--- config.mk ---
export PLATFORM = sky130hd
export DESIGN_NAME = bst_tap
export DESIGN_NICKNAME = d
export VERILOG_FILES = /design/src/inc/bst_pkg.sv /design/src/core/bst_tap.sv
export SDC_FILE = /design/constraint.sdc
export NUM_CORES = 1
export LEC_CHECK = 0
export ABC_AREA = 1
export BUFFER_PORTS_ARGS = -buffer_cell sky130_fd_sc_hd__buf_2
export CAP_MARGIN = 20
export CELL_PAD_IN_SITES_DETAIL_PLACEMENT = 1
export CELL_PAD_IN_SITES_GLOBAL_PLACEMENT = 2
export CORE_MARGIN = 8
export CORE_UTILIZATION = 38
export DETAILED_ROUTE_END_ITERATION = 8
export PLACE_DENSITY = 0.85
export SYNTH_ARGS = -nofsm -noshare
export SYNTH_HDL_FRONTEND = slang
export SYNTH_SLANG_ARGS = --single-unit
--- constraint.sdc ---
create_clock -name sys_clk_in -period 2.9 [get_ports sys_clk_in]
set_input_delay 0.29 -clock sys_clk_in [delete_from_list [all_inputs] [get_ports sys_clk_in]]
set_output_delay 0.29 -clock sys_clk_in [all_outputs]
set_load 0.01 [all_outputs]
--- src/inc/bst_pkg.sv ---
// Shared constants, states and carriers of the boundary-scan test port
package bst_pkg;

    // ==========================================================
    // Instruction register
    // ==========================================================
    localparam int         BST_IR_W       = 3;      // Instruction width
    localparam logic [2:0] BST_IR_EXTEST  = 3'h0;   // Drive chain on pins
    localparam logic [2:0] BST_IR_IDCODE  = 3'h1;   // Read identification
    localparam logic [2:0] BST_IR_SAMPLEZ = 3'h2;   // Sample, outputs hi-Z
    localparam logic [2:0] BST_IR_SAMPLE  = 3'h4;   // Sample / preload
    localparam logic [2:0] BST_IR_BYPASS  = 3'h7;   // One-bit pass-through
    localparam logic [2:0] BST_IR_CAPTURE = 3'h1;   // Pattern 01 in low bits

    // ==========================================================
    // Data registers
    // ==========================================================
    localparam int          BST_ID_W     = 32;           // Identification
    // Arbitrary neutral identification value; bit 0 set as required
    localparam logic [31:0] BST_ID_VALUE = 32'h0000_0001;
    localparam int          BST_BSR_W    = 16;           // Chain length
    // Chain positions with no pin behind them
    localparam logic [15:0] BST_BSR_PH   = 16'hc000;

    // ==========================================================
    // Controller states and register selection
    // ==========================================================
    typedef enum logic [3:0] {
        ST_RESET, ST_IDLE,
        ST_SEL_DR, ST_CAP_DR, ST_SH_DR, ST_EX1_DR,
        ST_PA_DR, ST_EX2_DR, ST_UPD_DR,
        ST_SEL_IR, ST_CAP_IR, ST_SH_IR, ST_EX1_IR,
        ST_PA_IR, ST_EX2_IR, ST_UPD_IR
    } bst_state_e;

    typedef enum logic [1:0] {
        SEL_BYPASS, SEL_ID, SEL_BSR
    } bst_sel_e;

    // Controls handed to the memory core
    typedef struct packed {
        logic hiz;      // Force all memory outputs to high impedance
        logic extest;   // Memory outputs follow the chain update word
    } bst_ctl_s;

endpackage

--- src/core/bst_tap.sv ---
// Boundary-scan test access port controller with its test registers
`timescale 1ns/1ps

// What this block does
// - Sample mode-select on test clock rise; float=1
// - Sample data input on test clock rise; float=1
// - Output changes on fall; drives only shifting
// - Five high mode-select rises reach reset state
// - Self reset at power-up; idle until clocked
// - Exactly one register selected between input/output
// - Registers shift on rise, present on fall
// - Three-bit instruction applies in idle, data states
// - Instruction loads only while it is selected
// - Reset state forces identification instruction
// - Bypass is a single one-bit register
// - Chain captures pins, then shifts them out
// - Pinless chain positions always capture one
// - Chain selected only by sample/extest instructions
// - Instruction capture loads 01 in low bits
// - New instruction takes effect at instruction update
// - 32-bit identification, bit 0 shifted first
// - High-impedance sample forces memory outputs off
module bst_tap
    import bst_pkg::*;
#(
    parameter int          BSR_W = BST_BSR_W,     // Chain length
    parameter logic [BSR_W-1:0] PH_MASK = BSR_W'(BST_BSR_PH)  // Pinless
) (
    input  wire logic             sys_clk_in,      // System clock
    input  wire logic             srst_in,         // Sync reset, high
    input  wire logic             tck_in,          // Test clock pin
    input  wire logic             tms_in,          // Mode-select pin
    input  wire logic             tdi_in,          // Serial data in
    input  wire logic [BSR_W-1:0] pins_data_in,    // Pin level word
    input  wire logic             pins_valid_in,   // Pin word valid
    output logic                  pins_ready_out,  // Buffer can take
    output logic                  tdo_out,         // Serial data out
    output logic                  tdo_oe_n_out,    // Low while driving
    output bst_ctl_s              ctl_out,         // Memory controls
    output logic [BSR_W-1:0]      bsr_upd_out      // Chain update word
);

    // ==========================================================
    // Helper functions
    // ==========================================================
    // Controller next state from current state and mode-select
    function automatic bst_state_e next_of(bst_state_e s, logic m);
        bst_state_e n;
        n = s;
        case (s)
            ST_RESET:  n = m ? ST_RESET  : ST_IDLE;
            ST_IDLE:   n = m ? ST_SEL_DR : ST_IDLE;
            ST_SEL_DR: n = m ? ST_SEL_IR : ST_CAP_DR;
            ST_CAP_DR: n = m ? ST_EX1_DR : ST_SH_DR;
            ST_SH_DR:  n = m ? ST_EX1_DR : ST_SH_DR;
            ST_EX1_DR: n = m ? ST_UPD_DR : ST_PA_DR;
            ST_PA_DR:  n = m ? ST_EX2_DR : ST_PA_DR;
            ST_EX2_DR: n = m ? ST_UPD_DR : ST_SH_DR;
            ST_UPD_DR: n = m ? ST_SEL_DR : ST_IDLE;
            ST_SEL_IR: n = m ? ST_RESET  : ST_CAP_IR;
            ST_CAP_IR: n = m ? ST_EX1_IR : ST_SH_IR;
            ST_SH_IR:  n = m ? ST_EX1_IR : ST_SH_IR;
            ST_EX1_IR: n = m ? ST_UPD_IR : ST_PA_IR;
            ST_PA_IR:  n = m ? ST_EX2_IR : ST_PA_IR;
            ST_EX2_IR: n = m ? ST_UPD_IR : ST_SH_IR;
            ST_UPD_IR: n = m ? ST_SEL_DR : ST_IDLE;
            default:   n = ST_RESET;
        endcase
        return n;
    endfunction

    // Data register chosen by an instruction; unused codes act as bypass
    function automatic bst_sel_e sel_of(logic [BST_IR_W-1:0] ir);
        bst_sel_e s;
        s = SEL_BYPASS;
        if (ir == BST_IR_IDCODE) begin
            s = SEL_ID;
        end else if (ir == BST_IR_SAMPLEZ || ir == BST_IR_SAMPLE ||
                     ir == BST_IR_EXTEST) begin
            s = SEL_BSR;
        end
        return s;
    endfunction

    // ==========================================================
    // Pin synchronisers and test clock edge detection
    // ==========================================================
    logic [1:0] tck_sync_r;     // Test clock, two stages
    logic [1:0] tms_sync_r;     // Mode-select, two stages
    logic [1:0] tdi_sync_r;     // Data input, two stages
    logic       tck_prev_r;     // Last synchronised clock level
    logic       tck_rise;       // Test clock rising edge seen
    logic       tck_fall;       // Test clock falling edge seen

    // All three pins share the same latency, so the sampled
    // mode-select and data line up with the detected clock edge
    always_ff @(posedge sys_clk_in) begin
        if (srst_in) begin
            tck_sync_r <= 2'h0;
            tms_sync_r <= 2'h3;
            tdi_sync_r <= 2'h3;
            tck_prev_r <= 1'b0;
        end else begin
            tck_sync_r <= {tck_sync_r[0], tck_in};
            tms_sync_r <= {tms_sync_r[0], tms_in};
            tdi_sync_r <= {tdi_sync_r[0], tdi_in};
            tck_prev_r <= tck_sync_r[1];
        end
    end

    assign tck_rise = tck_sync_r[1] & ~tck_prev_r;
    assign tck_fall = ~tck_sync_r[1] & tck_prev_r;

    // ==========================================================
    // Controller state machine
    // ==========================================================
    bst_state_e state_r;        // Current controller state
    bst_state_e state_nxt;      // State after this rising edge

    assign state_nxt = next_of(state_r, tms_sync_r[1]);

    // Power-up lands in reset and stays put while the clock is still
    // power-up self reset
    always_ff @(posedge sys_clk_in) begin
        if (srst_in) begin
            state_r <= ST_RESET;
        end else if (tck_rise) begin
            state_r <= state_nxt;
        end
    end

    // ==========================================================
    // Instruction register
    // ==========================================================
    logic [BST_IR_W-1:0] ir_sh_r;   // Instruction shift stage
    logic [BST_IR_W-1:0] ir_r;      // Instruction in force
    bst_sel_e            sel;       // Data register now selected

    assign sel = sel_of(ir_r);

    // Shift stage: capture, shift, and reset preload
    always_ff @(posedge sys_clk_in) begin
        if (srst_in) begin
            ir_sh_r <= BST_IR_IDCODE;
        end else if (tck_rise) begin
            case (state_r)
                ST_RESET:  ir_sh_r <= BST_IR_IDCODE;
                ST_CAP_IR: ir_sh_r <= BST_IR_CAPTURE;
                ST_SH_IR:  ir_sh_r <= {tdi_sync_r[1],
                                       ir_sh_r[BST_IR_W-1:1]};
                default:   ir_sh_r <= ir_sh_r;
            endcase
        end
    end

    // Active instruction changes only at update or reset
    // three-bit instruction held
    always_ff @(posedge sys_clk_in) begin
        if (srst_in) begin
            ir_r <= BST_IR_IDCODE;
        end else if (tck_rise) begin
            if (state_nxt == ST_RESET) begin
                ir_r <= BST_IR_IDCODE;
            end else if (state_r == ST_UPD_IR) begin
                ir_r <= ir_sh_r;
            end
        end
    end

    // ==========================================================
    // Pin sample buffer (two entries)
    // ==========================================================
    // Pin words queue here; capture pops one. With no capture the
    // buffer fills and ready drops, stalling the pin sampler.
    logic [BSR_W-1:0] buf_mem_r [2];    // Two queued pin words
    logic             buf_wp_r;         // Write index
    logic             buf_rp_r;         // Read index
    logic [1:0]       buf_cnt_r;        // Words held
    logic [1:0]       buf_cnt_nxt;      // Words held after this cycle
    logic [BSR_W-1:0] pins_last_r;      // Last word taken by capture
    logic [BSR_W-1:0] pins_now;         // Word used by a capture
    logic             buf_push;         // Word accepted from source
    logic             buf_pop;          // Word consumed by capture
    logic             bsr_capture;      // Chain capture this edge

    assign bsr_capture = tck_rise && state_r == ST_CAP_DR &&
                         sel == SEL_BSR;
    assign buf_push = pins_valid_in & pins_ready_out;
    assign buf_pop  = bsr_capture && buf_cnt_r != 2'h0;
    assign pins_now = (buf_cnt_r != 2'h0) ? buf_mem_r[buf_rp_r]
                                          : pins_last_r;

    // Fill level for the next cycle
    always_comb begin
        buf_cnt_nxt = buf_cnt_r;
        if (buf_push && !buf_pop) begin
            buf_cnt_nxt = buf_cnt_r + 2'h1;
        end else if (buf_pop && !buf_push) begin
            buf_cnt_nxt = buf_cnt_r - 2'h1;
        end
    end

    // Pointers, level and registered ready
    always_ff @(posedge sys_clk_in) begin
        if (srst_in) begin
            buf_wp_r       <= 1'b0;
            buf_rp_r       <= 1'b0;
            buf_cnt_r      <= 2'h0;
            pins_ready_out <= 1'b0;
        end else begin
            buf_wp_r       <= buf_wp_r ^ buf_push;
            buf_rp_r       <= buf_rp_r ^ buf_pop;
            buf_cnt_r      <= buf_cnt_nxt;
            pins_ready_out <= buf_cnt_nxt != 2'h2;
        end
    end

    // Storage and the last captured word
    always_ff @(posedge sys_clk_in) begin
        if (srst_in) begin
            buf_mem_r[0] <= '0;
            buf_mem_r[1] <= '0;
            pins_last_r  <= '0;
        end else begin
            if (buf_push) begin
                buf_mem_r[buf_wp_r] <= pins_data_in;
            end
            if (buf_pop) begin
                pins_last_r <= buf_mem_r[buf_rp_r];
            end
        end
    end

    // ==========================================================
    // Data registers
    // ==========================================================
    logic                byp_r;    // Bypass bit
    logic [BST_ID_W-1:0] id_r;     // Identification shift register
    logic [BSR_W-1:0]    bsr_r;    // Boundary scan chain

    // Capture and shift on rising edges; only the selected one moves
    // one register at a time
    always_ff @(posedge sys_clk_in) begin
        if (srst_in) begin
            byp_r <= 1'b0;
            id_r  <= BST_ID_VALUE;
            bsr_r <= '0;
        end else if (tck_rise) begin
            if (state_r == ST_CAP_DR) begin
                case (sel)
                    SEL_BYPASS: byp_r <= 1'b0;
                    SEL_ID:     id_r  <= BST_ID_VALUE;
                    default:    bsr_r <= pins_now | PH_MASK;
                endcase
            end else if (state_r == ST_SH_DR) begin
                case (sel)
                    SEL_BYPASS: byp_r <= tdi_sync_r[1];
                    SEL_ID:     id_r  <= {tdi_sync_r[1], id_r[BST_ID_W-1:1]};
                    default:    bsr_r <= {tdi_sync_r[1],
                                          bsr_r[BSR_W-1:1]};
                endcase
            end
        end
    end

    // ==========================================================
    // Serial output on falling edges
    // ==========================================================
    logic tdo_bit;      // Low bit of whichever register is in path

    always_comb begin
        tdo_bit = byp_r;
        if (state_r == ST_SH_IR) begin
            tdo_bit = ir_sh_r[0];
        end else if (state_r != ST_SH_DR) begin
            tdo_bit = 1'b1;     // Rests high so an idle pin reads one
        end else if (sel == SEL_ID) begin
            tdo_bit = id_r[0];
        end else if (sel == SEL_BSR) begin
            tdo_bit = bsr_r[0];
        end
    end

    // Level and enable move only at a falling test clock edge
    // falling edge, shift states only
    always_ff @(posedge sys_clk_in) begin
        if (srst_in) begin
            tdo_out      <= 1'b1;
            tdo_oe_n_out <= 1'b1;
        end else if (tck_fall) begin
            tdo_out      <= tdo_bit;
            tdo_oe_n_out <= !(state_r == ST_SH_IR ||
                              state_r == ST_SH_DR);
        end
    end

    // ==========================================================
    // Memory-side controls
    // ==========================================================
    // Update word latched at data update so pins see a stable value
    // while the chain keeps shifting
    always_ff @(posedge sys_clk_in) begin
        if (srst_in) begin
            ctl_out     <= '0;
            bsr_upd_out <= '0;
        end else begin
            ctl_out.hiz    <= ir_r == BST_IR_SAMPLEZ;
            ctl_out.extest <= ir_r == BST_IR_EXTEST;
            if (tck_rise && state_r == ST_UPD_DR && sel == SEL_BSR) begin
                bsr_upd_out <= bsr_r;
            end
        end
    end

endmodule

==> impl_metrics.py, run 1 <==
metrics = {
    "setup_path": {
        "crit_arrival_ns": 2.50,
        "crit_fanout": 31,
        "cp-start-kind": "register",
        "cp-end-kind": "register",
        "path_class": "reg -> reg",
        "crit_required_ns": 3.17,
    },
    "clock_network": {
        "insertion_delay_ns": 0.42,
        "h-tree-depth": 4,
        "clkSinkCount": 133,
        "cts.path.max_buffers": 2,
        "postCtsHoldBufs": 0,
        "cts_tree": "done",
        "cts_buffers": 17,
        "post_cts.repair.setup_buffers": 0,
        "cts_resized": 0,
        "clockRootBuffer": "clkbuf_16",
        "clk_pin_slew_ns": 0.05,
    },
    "cells_and_area": {
        "drive_gt1_share_pct": 12.5,
        "syn_to_final_growth_pct": 16.1,
        "nets": 755,
        "stdcell_area_sq_um": 6350,
        "antenna_cells": 0,
    },
    "die": {
        "die_h_um": 136,
        "start_util_pct": 38.2,
        "num_rows": 44,
        "dieArea_sq_um": 18500,
        "ioPinCount": 43,
        "die_x_um": 136,
        "core_area_sq_um": 14300,
    },
    "route": {
        "viasPerCell": 4.95,
        "firstDrtPassIters": 4,
        "antenna_left": 0,
        "finalWirelength_um": 13100,
        "drtIter0Drc": 296,
        "wire_per_inst_um": 14.2,
        "drc_errors": 0,
        "vias": 4585,
    },
    "synth": {
        "yosys_most_used_dff": "dfxtp_1",
        "synth_nets": 724,
        "synth.area.top_cells": "dfxtp_1 38%, edfxtp_1 15%, nand2_1 9.4%",
        "ys_seq_elements": 133,
        "yosysSeqAreaShare_pct": 53.8,
        "syn_area_per_cell_sq_um": 7.80,
        "synth_top_cells_by_count": "137 x nand2_1, 105 x dfxtp_1, 94 x nor2_1, 92 x a21oi_1, 70 x o21ai_0",
        "synth_area_sq_um": 5470,
        "synth_edf_count": 28,
        "synth.distinct_cells": 29,
        "yosys.area.top_type": "dfxtp_1",
        "async_flop_share_pct": 0,
        "ys_warn_count": 0,
        "syn_inst": 701,
        "synth_top_area_share_pct": 38.5,
        "yosysMostFrequentCell": "nand2_1",
    },
    "sta": {
        "skew_ns": 0.00842,
        "whs_ns": 0.0614,
        "final_max_slew_viol_count": 0,
        "clock.fmax_ghz": 0.447,
        "slew-limit-headroom_pct": 59.6,
        "setup_viol": 0,
        "final.period_utilization_pct": 77.1,
        "fin_tns_setup_ns": 0,
        "period_needed_ns": 2.24,
        "finalHoldViolations": 0,
        "worst_pin_slew_ns": 0.604,
        "setup_ws_ns": 0.664,
        "rsz0062_at_grt": "no",
    },
    "flow_run": {
        "maxCapViolCount": 0,
    },
    "global_routing": {
        "antenna_found_initial": 0,
        "gr-total-overflow": 0,
        "grt_max_degree": 48,
        "first_global_vias": 4487,
        "grt_usage_pct": 14.7,
        "grt_pass1_wl_um": 21900,
    },
    "pwr": {
        "ir_drop_uv": 404,
        "total_power_mw": 4.10,
        "power_density_nw_per_um2": 646,
        "p_leak_nw": 2.71,
    },
    "outcome": {
        "status": "finished, final reports clean",
    },
    "placement": {
        "post-dp-hpwl_um": 8770,
        "place_ws_ns": 0.630,
        "io_buffers": 40,
        "dpl_cell_area_sq_um": 5810,
        "place.gp.congestion": 0.802,
    },
    "worst_hold_path": {
        "hold_path_class": "in -> reg",
    },
}
## final cells by class
class	count	area, sq um
fillers	1788	7970
flip-flops and latches	133	2940
multi-input cells	470	2140
clock buffers	25	515
repair buffers	50	275
well taps	184	230
inverters	60	225
clock inverters	4	22.5
## sequential cells by signal, summed over array words and instances (netlist names)
name,flops
id_r,32
buf_wp_r,1
bsr_r,16
byp_r,1
pins_ready_out,1
tck_prev_r,1
ir_r,3
tdo_oe_n_out,1
tdi_sync_r,2
ctl_out,2
buf_rp_r,1
state_r,4
buf_cnt_r,2
buf_mem_r,28
ir_sh_r,3
bsr_upd_out,16
tdo_out,1
tms_sync_r,2
pins_last_r,14
tck_sync_r,2
## critical path, stage by stage, from the launching register on
cell and delay [ns]:
dfxtp_1 0.43, inv_2 0.08, nor2_1 0.16, nand2_1 0.18, nand2_1 0.18, nand2_1 0.12, nor2_4 0.36, inv_2 0.32
nand2_1 0.15, a21oi_1 0.09
## per-layer routing
| metal | wire length [um] | track usage (%) | vias up |
|---|---|---|---|
| met4 | 132 | 5.49 | 0 |
| met2 | 6040 | 22.4 | 60 |
| li1 | - | - | 2353 |
| met5 | 0 | 0 | - |
| met1 | 6500 | 19.4 | 2161 |
| met3 | 450 | 4.21 | 11 |
## layout by cell type (no fill, tap or decap), types with 3 or more instances in the layout
cell type / count
a21oi_1: 92
buf_2: 40
buf_4: 10
clkbuf_16: 17
clkbuf_8: 6
clkinv_2: 3
dfxtp_1: 105
edfxtp_1: 28
inv_1: 57
inv_2: 3
nand2_1: 137
nand3_1: 50
nor2_1: 94
nor2_2: 3
nor3_1: 5
o211ai_1: 4
o21ai_0: 70
or2_2: 4
## kinds of logic (layout without fill, tap and decap cells)
logic type	after synthesis	in the layout	synth area share, %
xor gates and xnor gates	1	1	0.160
AOI/OAI and AO/OA	167	167	15.5
adders and majority gates	1	1	0.229
buffers and inverters	98	139	7.07
muxes	1	1	0.206
and+or+nand+nor	300	300	23.0
DFF	133	133	53.8
## stage by stage
stage               instances  util [%]
floorplan                 701         -
global placement          897      40.6
detailed placement        897      40.6
CTS                       926      44.4
global route              926      44.4
finish                    926      44.4
## path summary, 6_finish.rpt
check	start	end	slack, ns	cells after the start
setup / recovery	state_r[2]	id_r[4]	0.66	9
hold / removal	tms_in	tms_sync_r[0]	0.06	2
setup reg to reg	state_r[2]	id_r[4]	0.66	9
hold reg to reg	tdi_sync_r[0]	tdi_sync_r[1]	0.41	1
## where the power goes
part / total, mW / switching, mW / internal, mW
Clock: 1.94 / 0.735 / 1.21
Sequential: 1.95 / 0.0197 / 1.93
Combinational: 0.207 / 0.147 / 0.0603
Total: 4.10 / 0.902 / 3.20
Note: power is estimated with default switching activity, not from simulation.
==> run 2, diff against run 1 <==
Settings changed: ABC_AREA 1 to 0, CORE_UTILIZATION 38 to 34, PLACE_DENSITY 0.85 to 0.75.
Clock period 2.9 ns to 2 ns, I/O delays scaled along.
==> run 2 against run 1 <==
Combinational power increased by 92%. Routed wire length rose by 0.27%. Utilization is 3.0 points lower. Critical path depth shrank 3. Die area rose by 13%. Power increased by 57%. Non-clock buffer count increased by 17. Critical endpoint is now bsr_r[6]. Highest routed layer is now met5.
==> impl_metrics.py, run 2 <==
metrics = {
    "worst_hold_path": {
        "hold_path_class": "in -> reg",
    },
    "clock_network": {
        "clk_pin_slew_ns": 0.06,
        "insertion_delay_ns": 0.42,
        "h-tree-depth": 4,
        "cts.path.max_buffers": 2,
        "cts_buffers": 17,
        "post_cts.repair.setup_buffers": 0,
        "cts_tree": "done",
        "clkSinkCount": 133,
        "clockRootBuffer": "clkbuf_16",
    },
    "placement": {
        "post-dp-hpwl_um": 8630,
        "place.gp.congestion": 0.782,
        "place_ws_ns": 0.163,
        "dpl_cell_area_sq_um": 6130,
        "io_buffers": 40,
    },
    "die": {
        "num_rows": 47,
        "die_h_um": 145,
        "core_area_sq_um": 16400,
        "start_util_pct": 34.3,
        "ioPinCount": 43,
        "die_x_um": 145,
        "dieArea_sq_um": 20900,
    },
    "global_routing": {
        "grt_pass1_wl_um": 21700,
        "grt_usage_pct": 13.3,
        "grt_max_degree": 98,
        "gr-total-overflow": 0,
        "antenna_found_initial": 2,
        "first_global_vias": 4368,
    },
    "cells_and_area": {
        "syn_to_final_growth_pct": 20.6,
        "largest_reg_flops": 32,
        "final_common_cell": "dfxtp_1",
        "reg_top3": "id_r x32, buf_mem_r x28",
        "antenna_cells": 0,
        "drive_gt1_share_pct": 17.1,
        "final_cell_mix": "105 x dfxtp_1, 63 x nor2_1, 56 x nand2_1",
        "nets": 647,
        "stdcell_area_sq_um": 6790,
        "top_register": "id_r",
        "fill_cells": 1858,
    },
    "route": {
        "vias": 4311,
        "finalWirelength_um": 13200,
        "drc_errors": 0,
        "drtIter0Drc": 246,
        "antenna_left": 0,
        "wire_per_inst_um": 15.4,
        "firstDrtPassIters": 4,
        "viasPerCell": 5.03,
    },
    "setup_path": {
        "crit_fanout": 16,
        "crit_required_ns": 2.32,
        "cp-end-kind": "register",
        "path_class": "reg -> reg",
        "cp-start-kind": "register",
        "crit_arrival_ns": 2.17,
    },
    "sta": {
        "whs_ns": 0.0701,
        "fin_tns_setup_ns": 0,
        "slew-limit-headroom_pct": 60.3,
        "setup_viol": 0,
        "skew_ns": 0.00826,
        "final_max_slew_viol_count": 0,
        "setup_ws_ns": 0.146,
        "period_needed_ns": 1.85,
        "finalHoldViolations": 0,
        "final.period_utilization_pct": 92.7,
        "clock.fmax_ghz": 0.539,
        "rsz0062_at_grt": "no",
        "worst_pin_slew_ns": 0.589,
    },
    "synth": {
        "synth_area_sq_um": 5630,
        "async_flop_share_pct": 0,
        "yosys_most_used_dff": "dfxtp_1",
        "ys_seq_elements": 133,
        "syn_area_per_cell_sq_um": 9.60,
        "syn_inst": 586,
        "yosys.area.top_type": "dfxtp_1",
        "synth_edf_count": 28,
        "synth.area.top_cells": "dfxtp_1 37%, edfxtp_1 15%, mux2i_1 9.1%",
        "yosysSeqAreaShare_pct": 52.3,
        "synth_top_area_share_pct": 37.3,
        "yosysMostFrequentCell": "dfxtp_1",
        "synth_nets": 609,
        "ys_warn_count": 0,
        "synth_top_cells_by_count": "105 x dfxtp_1, 63 x nor2_1, 56 x nand2_1, 51 x mux2i_1, 44 x a21oi_1",
        "synth.distinct_cells": 58,
    },
    "outcome": {
        "status": "finished, final reports clean",
    },
    "pwr": {
        "total_power_mw": 6.45,
        "ir_drop_uv": 515,
        "power_density_nw_per_um2": 951,
        "p_leak_nw": 2.49,
    },
    "flow_run": {
        "maxCapViolCount": 0,
    },
}
run 2: cell types whose count changed in the layout (fill, tap and decap cells not counted), moves of 31 or more:
cell	change
a21oi_1	-48
inv_1	-50
o21ai_0	-51
mux2i_1	+51
nand2_1	-81
nor2_1	-31
run 2: area by class of cell:
type | count | area [sq um] | area share [%]
clock buffers | 26 | 541 | 7.97
clock inverters | 6 | 86.3 | 1.27
inverters | 7 | 26.3 | 0.387
multi-input cells | 398 | 2440 | 35.9
flip-flops and latches | 133 | 2940 | 43.4
well taps | 220 | 275 | 4.06
repair buffers | 67 | 475 | 7.01
run 2: final timing paths:
| kind | startpoint | end | slack, ns | cells past startpoint |
|---|---|---|---|---|
| worst min-delay path | pins_data_in[3] | buf_mem_r[1][3] | 0.07 | 2 |
| worst max-delay path | tck_sync_r[1] | bsr_r[6] | 0.15 | 6 |
| worst max register to register | tck_sync_r[1] | bsr_r[6] | 0.15 | 6 |
| worst min register to register | tms_sync_r[0] | tms_sync_r[1] | 0.41 | 1 |
run 2: cells by family (layout without fill, tap and decap cells):
group	count (synthesis)	in the layout	share of synthesized area (%)
flops	133	133	52.3
mux	53	53	9.47
fa+ha+maj	3	3	0.600
compound gates	118	118	13.5
xor+xnor	4	4	0.623
simple gates	220	220	19.0
buf+inv	55	106	4.49
run 2: routing by layer:
layer,vias up,GRT usage (%),wire (um)
met2,56,21.3,6160
met4,4,6.02,229
li1,2135,-,-
met5,-,0,16
met3,26,4.17,588
met1,2090,16.0,6170
run 2: what timing repair did:
item                      in CTS  in global routing
hold buffers                   3                  0
resized for setup              0                  0
hold endpoints to repair       3                  0
run 2: critical path: stages (launching register included):
cell      delay [ns]
dfxtp_1         0.35
nor2b_1         0.32
buf_4           0.21
o2111a_1        0.31
buf_4           0.25
nor2_1          0.06
a211oi_1        0.25
run 2: per-stage QoR:
step | util, % | instances
floorplan | - | 586
global placement | 37.4 | 822
detailed placement | 37.4 | 822
CTS | 41.4 | 857
global route | 41.4 | 857
finish | 41.4 | 857
run 2: report_power, final:
part	leakage, nW	total [mW]	internal (mW)	switching [mW]
Clock	0.308	3.21	2.11	1.11
Sequential	1.14	2.84	2.81	0.0323
Combinational	1.04	0.397	0.142	0.255
